File: src/pulse_width_capture_pkg.sv
`default_nettype none
package pulse_width_capture_pkg;
  // ---------------------------------------------------------------
  // register map (byte addresses on apb)
  // ---------------------------------------------------------------
  localparam logic [7:0] ADDR_TIMER_MODE_CTRL   = 8'h00;
  localparam logic [7:0] ADDR_CAPTURE_CTRL      = 8'h04;
  localparam logic [7:0] ADDR_PRESCALER_MODE    = 8'h08;
  localparam logic [7:0] ADDR_CAPTURE_COMPARE_A = 8'h0C;
  localparam logic [7:0] ADDR_CAPTURE_COMPARE_B = 8'h10;
  localparam logic [7:0] ADDR_MAIN_COUNTER      = 8'h14;
  localparam logic [7:0] ADDR_IRQ_STATUS        = 8'h18;
  localparam logic [7:0] ADDR_IRQ_MASK          = 8'h1C;

  // ---------------------------------------------------------------
  // field positions and reset values
  // ---------------------------------------------------------------
  localparam int REG_A_CAPTURE_MODE = 0;
  localparam int REG_A_TRIGGER_SEL  = 1;
  localparam int REG_B_CAPTURE_MODE = 2;
  localparam int COUNT_CLK_SEL_LO   = 0;
  localparam int EDGE_SEL_A_LO      = 4;
  localparam int EDGE_SEL_B_LO      = 6;
  localparam int STAT_CAPTURE_A     = 0;
  localparam int STAT_CAPTURE_B     = 1;
  localparam int STAT_OVERFLOW      = 2;
  localparam logic [2:0] CAPTURE_CTRL_RESET   = 3'h0;
  localparam logic [7:0] PRESCALER_MODE_RESET = 8'h00;
  localparam logic [2:0] IRQ_MASK_RESET       = 3'h0;

  // ---------------------------------------------------------------
  // encodings and cycle counts
  // ---------------------------------------------------------------
  localparam logic [1:0] EDGE_FALL = 2'h0;
  localparam logic [1:0] EDGE_RISE = 2'h1;
  localparam logic [1:0] EDGE_BOTH = 2'h3;
  localparam logic [1:0] CLK_DIV_FAST  = 2'h0;
  localparam logic [1:0] CLK_DIV_SLOW  = 2'h1;
  localparam logic [1:0] CLK_TIMER_OUT = 2'h2;
  localparam logic [1:0] CLK_EDGE_A    = 2'h3;
  localparam logic [3:0] DIV_FAST_LAST = 4'h3;
  localparam logic [3:0] DIV_SLOW_LAST = 4'hF;

  typedef enum logic [1:0] {
    MODE_STOP    = 2'b00,
    MODE_FREE    = 2'b01,
    MODE_RESTART = 2'b10
  } run_mode_t;
endpackage
`default_nettype wire

File: src/edge_event_if.sv
`default_nettype none
interface edge_event_if;
  logic rise;
  logic fall;
  modport src (output rise, output fall);
  modport dst (input rise, input fall);
endinterface
`default_nettype wire

File: src/count_divider.sv
`default_nettype none
module count_divider
  import pulse_width_capture_pkg::*;
(
  input  wire logic clk_sys_i,
  input  wire logic reset_i,
  output logic      tick_fast_o,
  output logic      tick_slow_o
);
  typedef struct packed {
    logic [3:0] cnt;
    logic       fast;
    logic       slow;
  } div_state_t;

  div_state_t st_reg;
  div_state_t st_next;

  always_comb begin
    st_next      = st_reg;
    st_next.cnt  = st_reg.cnt + 4'h1;
    st_next.fast = (st_reg.cnt[1:0] == DIV_FAST_LAST[1:0]);
    st_next.slow = (st_reg.cnt == DIV_SLOW_LAST);
  end

  always_ff @(posedge clk_sys_i) begin
    if (reset_i) begin
      st_reg <= '0;
    end else begin
      st_reg <= st_next;
    end
  end

  assign tick_fast_o = st_reg.fast;
  assign tick_slow_o = st_reg.slow;
endmodule
`default_nettype wire

File: src/edge_filter.sv
`default_nettype none
module edge_filter (
  input  wire logic   clk_sys_i,
  input  wire logic   reset_i,
  input  wire logic   sample_en_i,
  input  wire logic   pin_i,
  edge_event_if.src   ev
);
  typedef struct packed {
    logic samp;
    logic level;
    logic rise;
    logic fall;
  } filt_state_t;

  filt_state_t st_reg;
  filt_state_t st_next;

  // level moves only when two consecutive samples agree on the new value
  always_comb begin
    st_next      = st_reg;
    st_next.rise = 1'b0;
    st_next.fall = 1'b0;
    if (sample_en_i) begin
      st_next.samp = pin_i;
      if ((pin_i == st_reg.samp) && (pin_i != st_reg.level)) begin // RQ4
        st_next.level = pin_i;
        st_next.rise  = pin_i;
        st_next.fall  = !pin_i;
      end
    end
  end

  always_ff @(posedge clk_sys_i) begin
    if (reset_i) begin
      st_reg <= '0;
    end else begin
      st_reg <= st_next;
    end
  end

  assign ev.rise = st_reg.rise;
  assign ev.fall = st_reg.fall;
endmodule
`default_nettype wire

File: src/pulse_width_capture.sv
// Operation
// RQ1 - counter runs free or restarts on each valid edge of input a
// RQ2 - free running: valid edge of input a loads register b, raises irq b
// RQ3 - input a valid edge chosen by prescaler mode bits 4 and 5
// RQ4 - inputs sampled at count clock; two equal samples needed before capture (when counting input a edges the code samples at the system clock)
// RQ5 - valid edge of input b loads register a, raises irq a
// RQ6 - two-register mode: b on selected edge, a on opposite edge of input a
// RQ7 - software picks only rising or falling edge for two-register or restart
// RQ8 - both edges selected in opposite-edge mode: register a never captures
// RQ9 - restart: valid edge loads register b, then counter clears and resumes
// RQ10 - edge code 00 falling, 01 rising, 11 both, 10 prohibited
// RQ11 - trigger bit: 0 input b edge, 1 opposite edge of input a
// RQ12 - mode bit 0 compare register, 1 capture register
// RQ13 - count clock: clock/4, clock/16, timer output, valid edge of input a
// RQ14 - capture and irq follow the filter delay, not the raw edge
// RQ15 - capture register holds its value until the next capture
//
// The APB register port and the placing of the registers were left to the implementer.
`default_nettype none
module pulse_width_capture
  import pulse_width_capture_pkg::*;
#(
  parameter int COUNT_W = 16
) (
  input  wire logic        clk_sys_i,
  input  wire logic        reset_i,
  input  wire logic        psel,
  input  wire logic        penable,
  input  wire logic        pwrite,
  input  wire logic [7:0]  paddr,
  input  wire logic [31:0] pwdata,
  output logic [31:0]      prdata,
  output logic             pready,
  output logic             pslverr,
  input  wire logic        edge_input_a_i,
  input  wire logic        edge_input_b_i,
  input  wire logic        clock_timer_output_i,
  output logic             capture_a_irq_o,
  output logic             capture_b_irq_o,
  output logic             irq_o
);
  if (COUNT_W < 2 || COUNT_W > 32) begin : g_width_check
    $error("COUNT_W must lie between 2 and 32");
  end

  // ---------------------------------------------------------------
  // state
  // ---------------------------------------------------------------
  typedef struct packed {
    logic [COUNT_W-1:0] main_counter;
    logic [COUNT_W-1:0] cap_a;
    logic [COUNT_W-1:0] cap_b;
    run_mode_t          mode;
    logic [2:0]         capture_ctrl;
    logic [7:0]         prescaler_mode;
    logic [2:0]         status;
    logic [2:0]         mask;
    logic               irq_a;
    logic               irq_b;
    logic [31:0]        rdata;
  } top_state_t;

  top_state_t st_reg;
  top_state_t st_next;

  logic       tick_fast;
  logic       tick_slow;
  logic       tick_sel;
  logic       sample_en;
  logic       count_en;
  logic [1:0] clk_sel;
  logic [1:0] es_a;
  logic [1:0] es_b;
  logic       running;
  logic       valid_a;
  logic       opposite_a;
  logic       valid_b;
  logic       cap_a_ev;
  logic       cap_b_ev;
  logic       restart_ev;
  logic       cmp_a_ev;
  logic       cmp_b_ev;
  logic       ovf_ev;
  logic       addr_ok;
  logic       wr_acc;
  logic       rd_status;
  logic [2:0] events;

  edge_event_if ev_a ();
  edge_event_if ev_b ();

  // ---------------------------------------------------------------
  // count clock and input filters
  // ---------------------------------------------------------------
  count_divider u_div (
    .clk_sys_i   (clk_sys_i),
    .reset_i     (reset_i),
    .tick_fast_o (tick_fast),
    .tick_slow_o (tick_slow)
  );

  assign clk_sel = st_reg.prescaler_mode[COUNT_CLK_SEL_LO +: 2];
  assign es_a    = st_reg.prescaler_mode[EDGE_SEL_A_LO +: 2];
  assign es_b    = st_reg.prescaler_mode[EDGE_SEL_B_LO +: 2];

  always_comb begin
    unique case (clk_sel) // RQ13
      CLK_DIV_FAST:  tick_sel = tick_fast;
      CLK_DIV_SLOW:  tick_sel = tick_slow;
      CLK_TIMER_OUT: tick_sel = clock_timer_output_i;
      CLK_EDGE_A:    tick_sel = 1'b1;
    endcase
  end

  // counting on input a edges samples at the system clock instead
  assign sample_en = tick_sel; // RQ4
  assign count_en  = (clk_sel == CLK_EDGE_A) ? valid_a : tick_sel; // RQ13

  edge_filter u_filt_a (
    .clk_sys_i   (clk_sys_i),
    .reset_i     (reset_i),
    .sample_en_i (sample_en),
    .pin_i       (edge_input_a_i),
    .ev          (ev_a)
  );

  edge_filter u_filt_b (
    .clk_sys_i   (clk_sys_i),
    .reset_i     (reset_i),
    .sample_en_i (sample_en),
    .pin_i       (edge_input_b_i),
    .ev          (ev_b)
  );

  // ---------------------------------------------------------------
  // edge qualification
  // ---------------------------------------------------------------
  // code 10 is prohibited and simply yields no valid edge
  always_comb begin
    valid_a    = ((es_a == EDGE_RISE) && ev_a.rise) // RQ3 RQ10
              || ((es_a == EDGE_FALL) && ev_a.fall)
              || ((es_a == EDGE_BOTH) && (ev_a.rise || ev_a.fall));
    opposite_a = ((es_a == EDGE_RISE) && ev_a.fall) // RQ6 RQ8
              || ((es_a == EDGE_FALL) && ev_a.rise);
    valid_b    = ((es_b == EDGE_RISE) && ev_b.rise) // RQ10
              || ((es_b == EDGE_FALL) && ev_b.fall)
              || ((es_b == EDGE_BOTH) && (ev_b.rise || ev_b.fall));
  end

  assign running    = (st_reg.mode == MODE_FREE) || (st_reg.mode == MODE_RESTART); // RQ1
  assign restart_ev = running && (st_reg.mode == MODE_RESTART) && valid_a; // RQ9
  assign cap_b_ev   = running && valid_a // RQ2 RQ9
                   && (st_reg.capture_ctrl[REG_B_CAPTURE_MODE] || restart_ev);
  assign cap_a_ev   = running && st_reg.capture_ctrl[REG_A_CAPTURE_MODE] // RQ12
                   && (st_reg.capture_ctrl[REG_A_TRIGGER_SEL] ? opposite_a : valid_b); // RQ5 RQ11
  assign cmp_a_ev   = running && count_en && !st_reg.capture_ctrl[REG_A_CAPTURE_MODE]
                   && (st_reg.main_counter == st_reg.cap_a);
  assign cmp_b_ev   = running && count_en && !st_reg.capture_ctrl[REG_B_CAPTURE_MODE]
                   && (st_reg.main_counter == st_reg.cap_b);
  assign ovf_ev     = running && count_en && !restart_ev && (&st_reg.main_counter);

  // ---------------------------------------------------------------
  // apb decode
  // ---------------------------------------------------------------
  always_comb begin
    unique case (paddr)
      ADDR_TIMER_MODE_CTRL, ADDR_CAPTURE_CTRL, ADDR_PRESCALER_MODE,
      ADDR_CAPTURE_COMPARE_A, ADDR_CAPTURE_COMPARE_B, ADDR_MAIN_COUNTER,
      ADDR_IRQ_STATUS, ADDR_IRQ_MASK: addr_ok = 1'b1;
      default:                         addr_ok = 1'b0;
    endcase
  end

  assign wr_acc    = psel && penable && pwrite && addr_ok;
  assign rd_status = psel && penable && !pwrite && (paddr == ADDR_IRQ_STATUS);
  assign events    = {ovf_ev, cap_b_ev || cmp_b_ev, cap_a_ev || cmp_a_ev};

  // ---------------------------------------------------------------
  // next state
  // ---------------------------------------------------------------
  always_comb begin
    st_next       = st_reg;
    st_next.irq_a = cap_a_ev || cmp_a_ev; // RQ14
    st_next.irq_b = cap_b_ev || cmp_b_ev; // RQ14

    if (!running) begin
      st_next.main_counter = '0;
    end else if (restart_ev) begin
      st_next.main_counter = '0; // RQ9
    end else if (count_en) begin
      st_next.main_counter = st_reg.main_counter + 1'b1; // RQ1
    end

    // capture and software write share a register; capture wins
    if (cap_a_ev) begin
      st_next.cap_a = st_reg.main_counter; // RQ5 RQ6 RQ15
    end else if (wr_acc && (paddr == ADDR_CAPTURE_COMPARE_A)
                 && !st_reg.capture_ctrl[REG_A_CAPTURE_MODE]) begin
      st_next.cap_a = pwdata[COUNT_W-1:0]; // RQ12
    end
    if (cap_b_ev) begin
      st_next.cap_b = st_reg.main_counter; // RQ2 RQ9 RQ15
    end else if (wr_acc && (paddr == ADDR_CAPTURE_COMPARE_B)
                 && !st_reg.capture_ctrl[REG_B_CAPTURE_MODE]) begin
      st_next.cap_b = pwdata[COUNT_W-1:0]; // RQ12
    end

    if (wr_acc) begin
      unique case (paddr)
        ADDR_TIMER_MODE_CTRL: begin
          st_next.mode = (pwdata[1:0] == 2'h3) ? MODE_STOP : run_mode_t'(pwdata[1:0]);
        end
        ADDR_CAPTURE_CTRL:   st_next.capture_ctrl   = pwdata[2:0];
        ADDR_PRESCALER_MODE: st_next.prescaler_mode = pwdata[7:0];
        ADDR_IRQ_MASK:       st_next.mask           = pwdata[2:0];
        default: ;
      endcase
    end

    // a new event in the clearing cycle survives the read; only bits already read are cleared
    st_next.status = (st_reg.status & ~(st_reg.rdata[2:0] & {3{rd_status}})) | events;

    if (psel && !penable) begin
      unique case (paddr)
        ADDR_TIMER_MODE_CTRL:   st_next.rdata = {30'h0000_0000, st_reg.mode};
        ADDR_CAPTURE_CTRL:      st_next.rdata = {29'h0000_0000, st_reg.capture_ctrl};
        ADDR_PRESCALER_MODE:    st_next.rdata = {24'h00_0000, st_reg.prescaler_mode};
        ADDR_CAPTURE_COMPARE_A: st_next.rdata = 32'(st_reg.cap_a);
        ADDR_CAPTURE_COMPARE_B: st_next.rdata = 32'(st_reg.cap_b);
        ADDR_MAIN_COUNTER:      st_next.rdata = 32'(st_reg.main_counter);
        ADDR_IRQ_STATUS:        st_next.rdata = {29'h0000_0000, st_reg.status};
        ADDR_IRQ_MASK:          st_next.rdata = {29'h0000_0000, st_reg.mask};
        default:                st_next.rdata = 32'h0000_0000;
      endcase
    end
  end

  always_ff @(posedge clk_sys_i) begin
    if (reset_i) begin
      st_reg                <= '0;
      st_reg.mode           <= MODE_STOP;
      st_reg.capture_ctrl   <= CAPTURE_CTRL_RESET;
      st_reg.prescaler_mode <= PRESCALER_MODE_RESET;
      st_reg.mask           <= IRQ_MASK_RESET;
    end else begin
      st_reg <= st_next;
    end
  end

  // ---------------------------------------------------------------
  // outputs
  // ---------------------------------------------------------------
  assign prdata          = st_reg.rdata;
  assign pready          = 1'b1;
  assign pslverr         = psel && penable && !addr_ok;
  assign capture_a_irq_o = st_reg.irq_a;
  assign capture_b_irq_o = st_reg.irq_b;
  assign irq_o           = |(st_reg.status & st_reg.mask);
endmodule
`default_nettype wire

File: config.mk
export PLATFORM = sky130hd
export DESIGN_NAME = pulse_width_capture
export DESIGN_NICKNAME = d
export VERILOG_FILES = /design/src/pulse_width_capture_pkg.sv /design/src/edge_event_if.sv /design/src/count_divider.sv /design/src/edge_filter.sv /design/src/pulse_width_capture.sv
export SDC_FILE = /design/constraint.sdc
export NUM_CORES = 1
export LEC_CHECK = 0
export BUFFER_PORTS_ARGS = -buffer_cell sky130_fd_sc_hd__buf_2
export CAP_MARGIN = 20
export CORE_MARGIN = 4
export CORE_UTILIZATION = 45
export DETAILED_ROUTE_END_ITERATION = 12
export GPL_TIMING_DRIVEN = 1
export HOLD_SLACK_MARGIN = 0.08
export PLACE_DENSITY = 0.77
export SLEW_MARGIN = 10
export SYNTH_ARGS = -nofsm -noshare
export SYNTH_HDL_FRONTEND = slang
export SYNTH_SLANG_ARGS = --single-unit
File: constraint.sdc
create_clock -name clk_sys_i -period 2.1 [get_ports clk_sys_i]
set_input_delay 0.105 -clock clk_sys_i [delete_from_list [all_inputs] [get_ports clk_sys_i]]
set_output_delay 0.105 -clock clk_sys_i [all_outputs]
set_load 0.005 [all_outputs]
* Word-level counts from Yosys, hierarchy flattened
Memories as Yosys holds them, arrays and structs flattened. Index checks and enable logic that the tools add are counted.
Storage, ports and cells: bits in registers 115, bits in read-only memories 32, logic and storage cells 140, memories kept 1
Operators by class: add/subtract/negate cells 2, equality and inequality tests 25, muxes and demuxes 10, bitwise logic cells 9, reductions and logical operators 71
Memory list:
- (no name shown) | depth 32, width 1, rd ports 1, clocked after memory_dff 0, wr ports 0, line pulse_width_capture.sv:166 | unique case (paddr)
Operator list (number):
- 16-bit case mux with 8 select lines | 1
- 16-bit two-way mux | 4
- 1-bit logical AND | 34
- 16-bit == test | 2
- 8-bit by 5-bit == test with 1-bit output (second input constant) | 4
- 16-bit by 1-bit adder with 16-bit output (second input constant) | 1
- 8-bit by 4-bit == test with 1-bit output (second input constant) | 2
- 16-bit AND reduction | 1
- 2-bit == test (second input constant) | 7
- 2-bit AND reduction | 6
- 3-bit OR reduction | 4
- 1-bit logical OR | 11
- 3-bit bitwise AND | 3
- 2-bit by 1-bit == test with 1-bit output (second input constant) | 4
- 8-bit by 3-bit == test with 1-bit output (second input constant) | 1
- 1-bit logical NOT | 8
- 8-bit logical NOT | 1
- 2-bit logical NOT | 3
- 4-bit by 1-bit adder with 4-bit output (second input constant) | 1
- 4-bit == test (second input constant) | 1
- 1-bit NOT | 4
- 1-bit case mux with 4 select lines | 1
- 2-bit nonzero test | 2
- 3-bit logical NOT | 1
- 6 further kinds | 10

* Logic depth before layout (Yosys ltp)
depth after elaboration 10, mapped depth 8

* Cells and area by module
From an unflattened synthesis, not the netlist that was laid out.
Second synthesis, totals: cells, all modules 624, area, all modules 5630.4 um2
By module, submodules not included:
- pulse_width_capture | instances 1, cells an instance 577, area an instance 5101.1 um2, sequential area each 1701.6 um2
- edge_filter | instances 2, cells an instance 15, area an instance 165.2 um2, sequential area each 80.1 um2
- count_divider | instances 1, cells an instance 17, area an instance 198.9 um2, sequential area each 120.1 um2

* Least setup slack after synthesis
No wires, ideal clock.
path kind register -> register, start point register st_reg, in the netlist es_a[0], end point register st_reg[59] (netlist name), data arrival time 1.692 ns, data required time 1.972 ns, slack 0.280 ns, cell stages (with the launch flop) 8, clock period less this slack 1.820 ns, cell sequence dfxtp_1 or3b_1 o21a_1 nor3_1 or2_2 buf_2 clkbuf_1 o21ai_1
Between the ends: cells in the longest elaborated chain, start to end 8, elaborated cells between the ends (all ways) 14, those cells by class eq/ne: 2; mux: 1; reduce/logical: 11
RTL lines:
- start: declaration | line pulse_width_capture.sv:63 | top_state_t st_reg;
- start signal: assignment | line pulse_width_capture.sv:246 | st_reg <= st_next;
- 2-bit by 1-bit == test with 1-bit output or 2-bit logical NOT (tied branches) | line pulse_width_capture.sv:140, pulse_width_capture.sv:141
- 1-bit logical AND, on equally long branches | line pulse_width_capture.sv:140, pulse_width_capture.sv:141
- 1-bit logical OR | line pulse_width_capture.sv:141 | || ((es_a == EDGE_FALL) && ev_a.fall)
- 1-bit logical OR (*) | line pulse_width_capture.sv:142 | || ((es_a == EDGE_BOTH) && (ev_a.rise || ev_a.fall));
- 1-bit logical AND | line pulse_width_capture.sv:151 | assign restart_ev = running && (st_reg.mode == MODE_RESTART) && valid_a;
- 1-bit logical OR | line pulse_width_capture.sv:153 | && (st_reg.capture_ctrl[REG_B_CAPTURE_MODE] || restart_ev);
- 1-bit logical AND (*) | line pulse_width_capture.sv:153
- 16-bit two-way mux or 2-bit nonzero test (tied branches)
Every way passes the cells marked *; elsewhere a longest branch is shown, timed or not. A chain may end at the register's enable or synchronous reset.

* Final worst setup path
start point register st_reg, in the netlist es_a[0], end point register st_reg[39] (netlist name)
Between the ends: cells in the longest elaborated chain, start to end 9, elaborated cells between the ends (all ways) 15, those cells by class eq/ne: 2; mux: 1; bitwise: 1; reduce/logical: 11
RTL lines:
- 2-bit by 1-bit == test with 1-bit output or 2-bit logical NOT (tied branches) | line pulse_width_capture.sv:140, pulse_width_capture.sv:141
- 1-bit logical AND, on equally long branches | line pulse_width_capture.sv:140, pulse_width_capture.sv:141
- 1-bit logical OR | line pulse_width_capture.sv:141
- 1-bit logical OR (*) | line pulse_width_capture.sv:142
- 1-bit two-way mux or 1-bit logical AND (tied branches) | line pulse_width_capture.sv:117, pulse_width_capture.sv:151
- 1-bit logical AND or 1-bit logical NOT (tied branches) | line pulse_width_capture.sv:160 | assign ovf_ev = running && count_en && !restart_ev && (&st_reg.main_counter);
- 1-bit logical AND (*) (2 in a row) | line pulse_width_capture.sv:160
- 3-bit OR (*) | line pulse_width_capture.sv:221 | st_next.status = (st_reg.status & ~(st_reg.rdata[2:0] & {3{rd_status}})) | events;
Marked as above.

==> summary.txt <==
Status
  • Status: finished clean

Yosys
  • Count of cell types in the netlist: between 50 and 60
  • Synth Area in Adders: 0.707%
  • Synth Area in XOR/XNOR: between 7 and 8%
  • Post-synth top flop: dfxtp_1
  • Mapped cell area: around 0.0053 mm2
  • Synth async-reset ratio: 0%
  • Ranking of synthesized cells by area: dfxtp_1 (37%), mux2i_1 (8.1%), xnor2_1 (7.1%)
  • Register area share after synthesis: a little under two fifths
  • Synth top cells by count: dfxtp_1 (99), nand2_1 (80), nor2_1 (53), mux2i_1 (43), xnor2_1 (43)
  • Largest family of logic cells by synthesized area: simple AND/OR/NAND/NOR gates
  • Avg Inst Size Synth: approximately 8.7 um2
  • Biggest area consumer among synthesized cells: dfxtp_1
  • Post-Synthesis Cells: 609
  • Post-synth top area share: 37.3%
  • Post-Synth Simple-Gate Area: a little over a fifth
  • Seq cells post-synth: between 90 and 100
  • Synth warnings: 0
  • Mux contribution to synthesized area: between 10% and 20%
  • Count leader, synth: dfxtp_1
  • EDFF count, synth: 0
  • Compound-Gate Fraction of Synth Area: between 10% and 20%

Clock network
  • Clk root buf: clkbuf_16
  • Clock latency on the worst-skew pair: between 0.3 and 0.4 ns
  • Number of H-tree branching levels: 3
  • Longest Clk Path Bufs: 2
  • CTS tree: yes
  • CTS buffer count: 9
  • Clock transition at the registers of the reported paths: 0.07 ns
  • Post-CTS setup buffers: 0
  • CTS sink count: 99

Cells and area
  • Layout cells sized above 1: 17.9%
  • Ant diodes: 0
  • # fillers: just over 1,000
  • Final nets: 700
  • Area of the multi-input gates: between 0.002 and 0.003 mm2
  • Synthesis-to-layout area growth: 13.9%
  • Sequential cell area: 0.00198 mm2
  • Max reg flops: 61

Critical path
  • CP cell instances: or3b_1, o211a_1, nor2_1, nand3_1, o41ai_1
  • Max incr delay on CP: around 0.45 ns
  • Setup crit end kind: register
  • Crit path max-delay family: simple AND/OR/NAND/NOR gates
  • Buf/Inv on CP: 0
  • Critical path startpoint category: register
  • FF-to-FF setup slack: just over 0.09 ns
  • Worst EP required: about 2.3 ns
  • Slowest CP cell: or3b_1
  • Critical path peak fanout: 12
  • Worst EP arrival: ~2.2 ns
  • CP Class: reg -> reg

Pwr
  • PwrDens: 640 mW/mm2
  • Pwr Total: 0.00388 W
  • Leak Pwr: approximately 2.3 nW
  • Max VDD drop: ~0.75 mV

Placed design
  • Hpwl dp: ~10,000 um
  • Port bufs: between 50 and 60
  • GPL Wtd Cong: about 0.9

Global route
  • Vias in the first global route: between 4,000 and 5,000
  • First-pass GRT wire length: roughly 22,000 um
  • Global-route usage over all layers: between 20% and 30%
  • Pin count of the biggest net entering global routing: 36
  • Congestion Overflow GR: 0
  • Initial antenna violation count: 0

Floorplanning
  • Core Region: roughly 0.011 mm2
  • Initial Utilization: 46.3%
  • Die X: roughly 120 um
  • IO Pins: between 80 and 90
  • Die ar.: approximately 0.014 mm2
  • FP Rows: 39
  • Die span in y: between 100 and 150 um

Route
  • Routed len/inst: 17.4 um
  • Vias: about 4,600
  • ANT nets after route: 0
  • Pre-antenna DRT Iters: 5
  • 1st-iter DRT viols: between 300 and 400
  • WL final: between 10,000 and 15,000 um
  • DR vias/cell: approximately 5.8
  • Residual DRC: 0

STA
  • Final hold vios: 0
  • Final Skew: around 0.0076 ns
  • RSZ-0062 raised after global routing: no
  • Achievable frequency: 0.498 GHz
  • Total negative slack: 0 ns
  • Slew margin rel.: between 30% and 40%
  • Final Cycle Share: roughly 96%
  • Min Tclk post-route: between 2 and 2.5 ns
  • Final setup vio count: 0
  • Measured slew at the worst slew-check pin: a little over 1 ns
  • Max-slew violation count: 0

Flow run
  • Max Cap Viol: 0

Worst hold path
  • Hold/Removal Path Class: in -> reg
[final cells by class]
cell class / count / share of cell area [%]
flip-flops and latches: 99 / 32.8
clock buffers: 9 / 3.72
inverters: 9 / 0.558
well taps: 143 / 2.96
repair buffers: 90 / 10.3
clock inverters: 7 / 1.67
multi-input cells: 440 / 48.0
[worst register-to-register path, cell delays in order (launching register included)]
cell	delay, ns
dfxtp_1	0.37
or3b_1	0.45
o211a_1	0.29
nor2_1	0.27
nand3_1	0.13
o41ai_1	0.39
[cell usage in the layout, fill, tap and decap left out, types with 3 or more instances in the layout]
cell	netlist	routed
o21ai_0	24	24
a21o_1	3	3
xor2_1	3	3
nor2_1	53	53
dfxtp_1	99	98
a31oi_1	3	3
buf_12	0	3
nand2b_1	3	3
a311oi_1	14	14
mux4_2	4	4
a22oi_1	9	9
buf_4	35	20
a22o_1	5	5
mux2_2	11	11
nand2_1	80	80
or3_1	6	6
or3b_1	3	3
o21ai_1	11	11
nor3_1	12	12
and2_1	3	3
o22ai_1	6	6
nor2b_1	4	4
nand4_1	7	7
xnor2_1	43	43
nor4_1	10	10
clkbuf_16	0	9
nand3_1	11	11
conb_1	2	17
dlygate4sd3_1	0	16
inv_1	9	9
mux2i_1	43	43
ha_1	3	3
and4_1	3	3
a21oi_1	15	15
buf_2	11	51
[power breakdown]
part / leakage, nW / internal [W] / total, W / switching [W]
Combinational: 1.33 / 0.0000784 / 0.000191 / 0.000112
Clock: 0.152 / 0.00105 / 0.00180 / 0.000745
Sequential: 0.798 / 0.00188 / 0.00189 / 0.00000461
[timing repair]
item	in CTS	in global routing
gates resized for setup	0	1
hold buffers	16	0
endpoints found under the hold margin	34	0
setup endpoints to repair	0	2
[layer usage]
metal | GRT usage (%) | wire [um] | vias up
met2 | 36.2 | 6710 | 191
li1 | - | - | 2178
met1 | 26.6 | 5680 | 2189
met5 | 0 | 0 | -
met3 | 2.80 | 1120 | 32
met4 | 8.64 | 323 | 0
[kinds of logic (layout without fill, tap and decap cells)]
logic type | after synthesis | count (layout)
adders and majority gates | 3 | 3
and+or+nand+nor | 216 | 216
xor gates and xnor gates | 46 | 46
muxes | 58 | 58
other | 2 | 17
AOI/OAI and AO/OA | 100 | 100
buffers and inverters | 85 | 115
DFF | 99 | 99
[final timing paths]
path / from / end / cells after the start
min reg2reg: prdata[8] / prdata[8] / 2
max: es_a[0] / st_reg[39] / 5
max reg2reg: es_a[0] / st_reg[39] / 5
min: pwdata[1] / clk_sel[1] / 3
[per-stage QoR]
| step | cells | worst slack, ns | utilization, % | area, um2 | hold slack, ns |
|---|---|---|---|---|---|
| 2_1_floorplan | 624 | 0.280 | - | 5370 | 0.182 |
| 3_3_place_gp | 765 | 0.259 | 48.5 | 5560 | 0.317 |
| 3_5_place_dp | 765 | 0.197 | 48.5 | 5560 | 0.330 |
| 4_1_cts | 797 | 0.118 | 52.8 | 6050 | 0.102 |
| 5_1_grt | 797 | 0.00945 | 52.8 | 6050 | 0.135 |
| 6_report | 797 | 0.0906 | 52.8 | 6050 | 0.110 |
(Power assumes the default switching activity.)
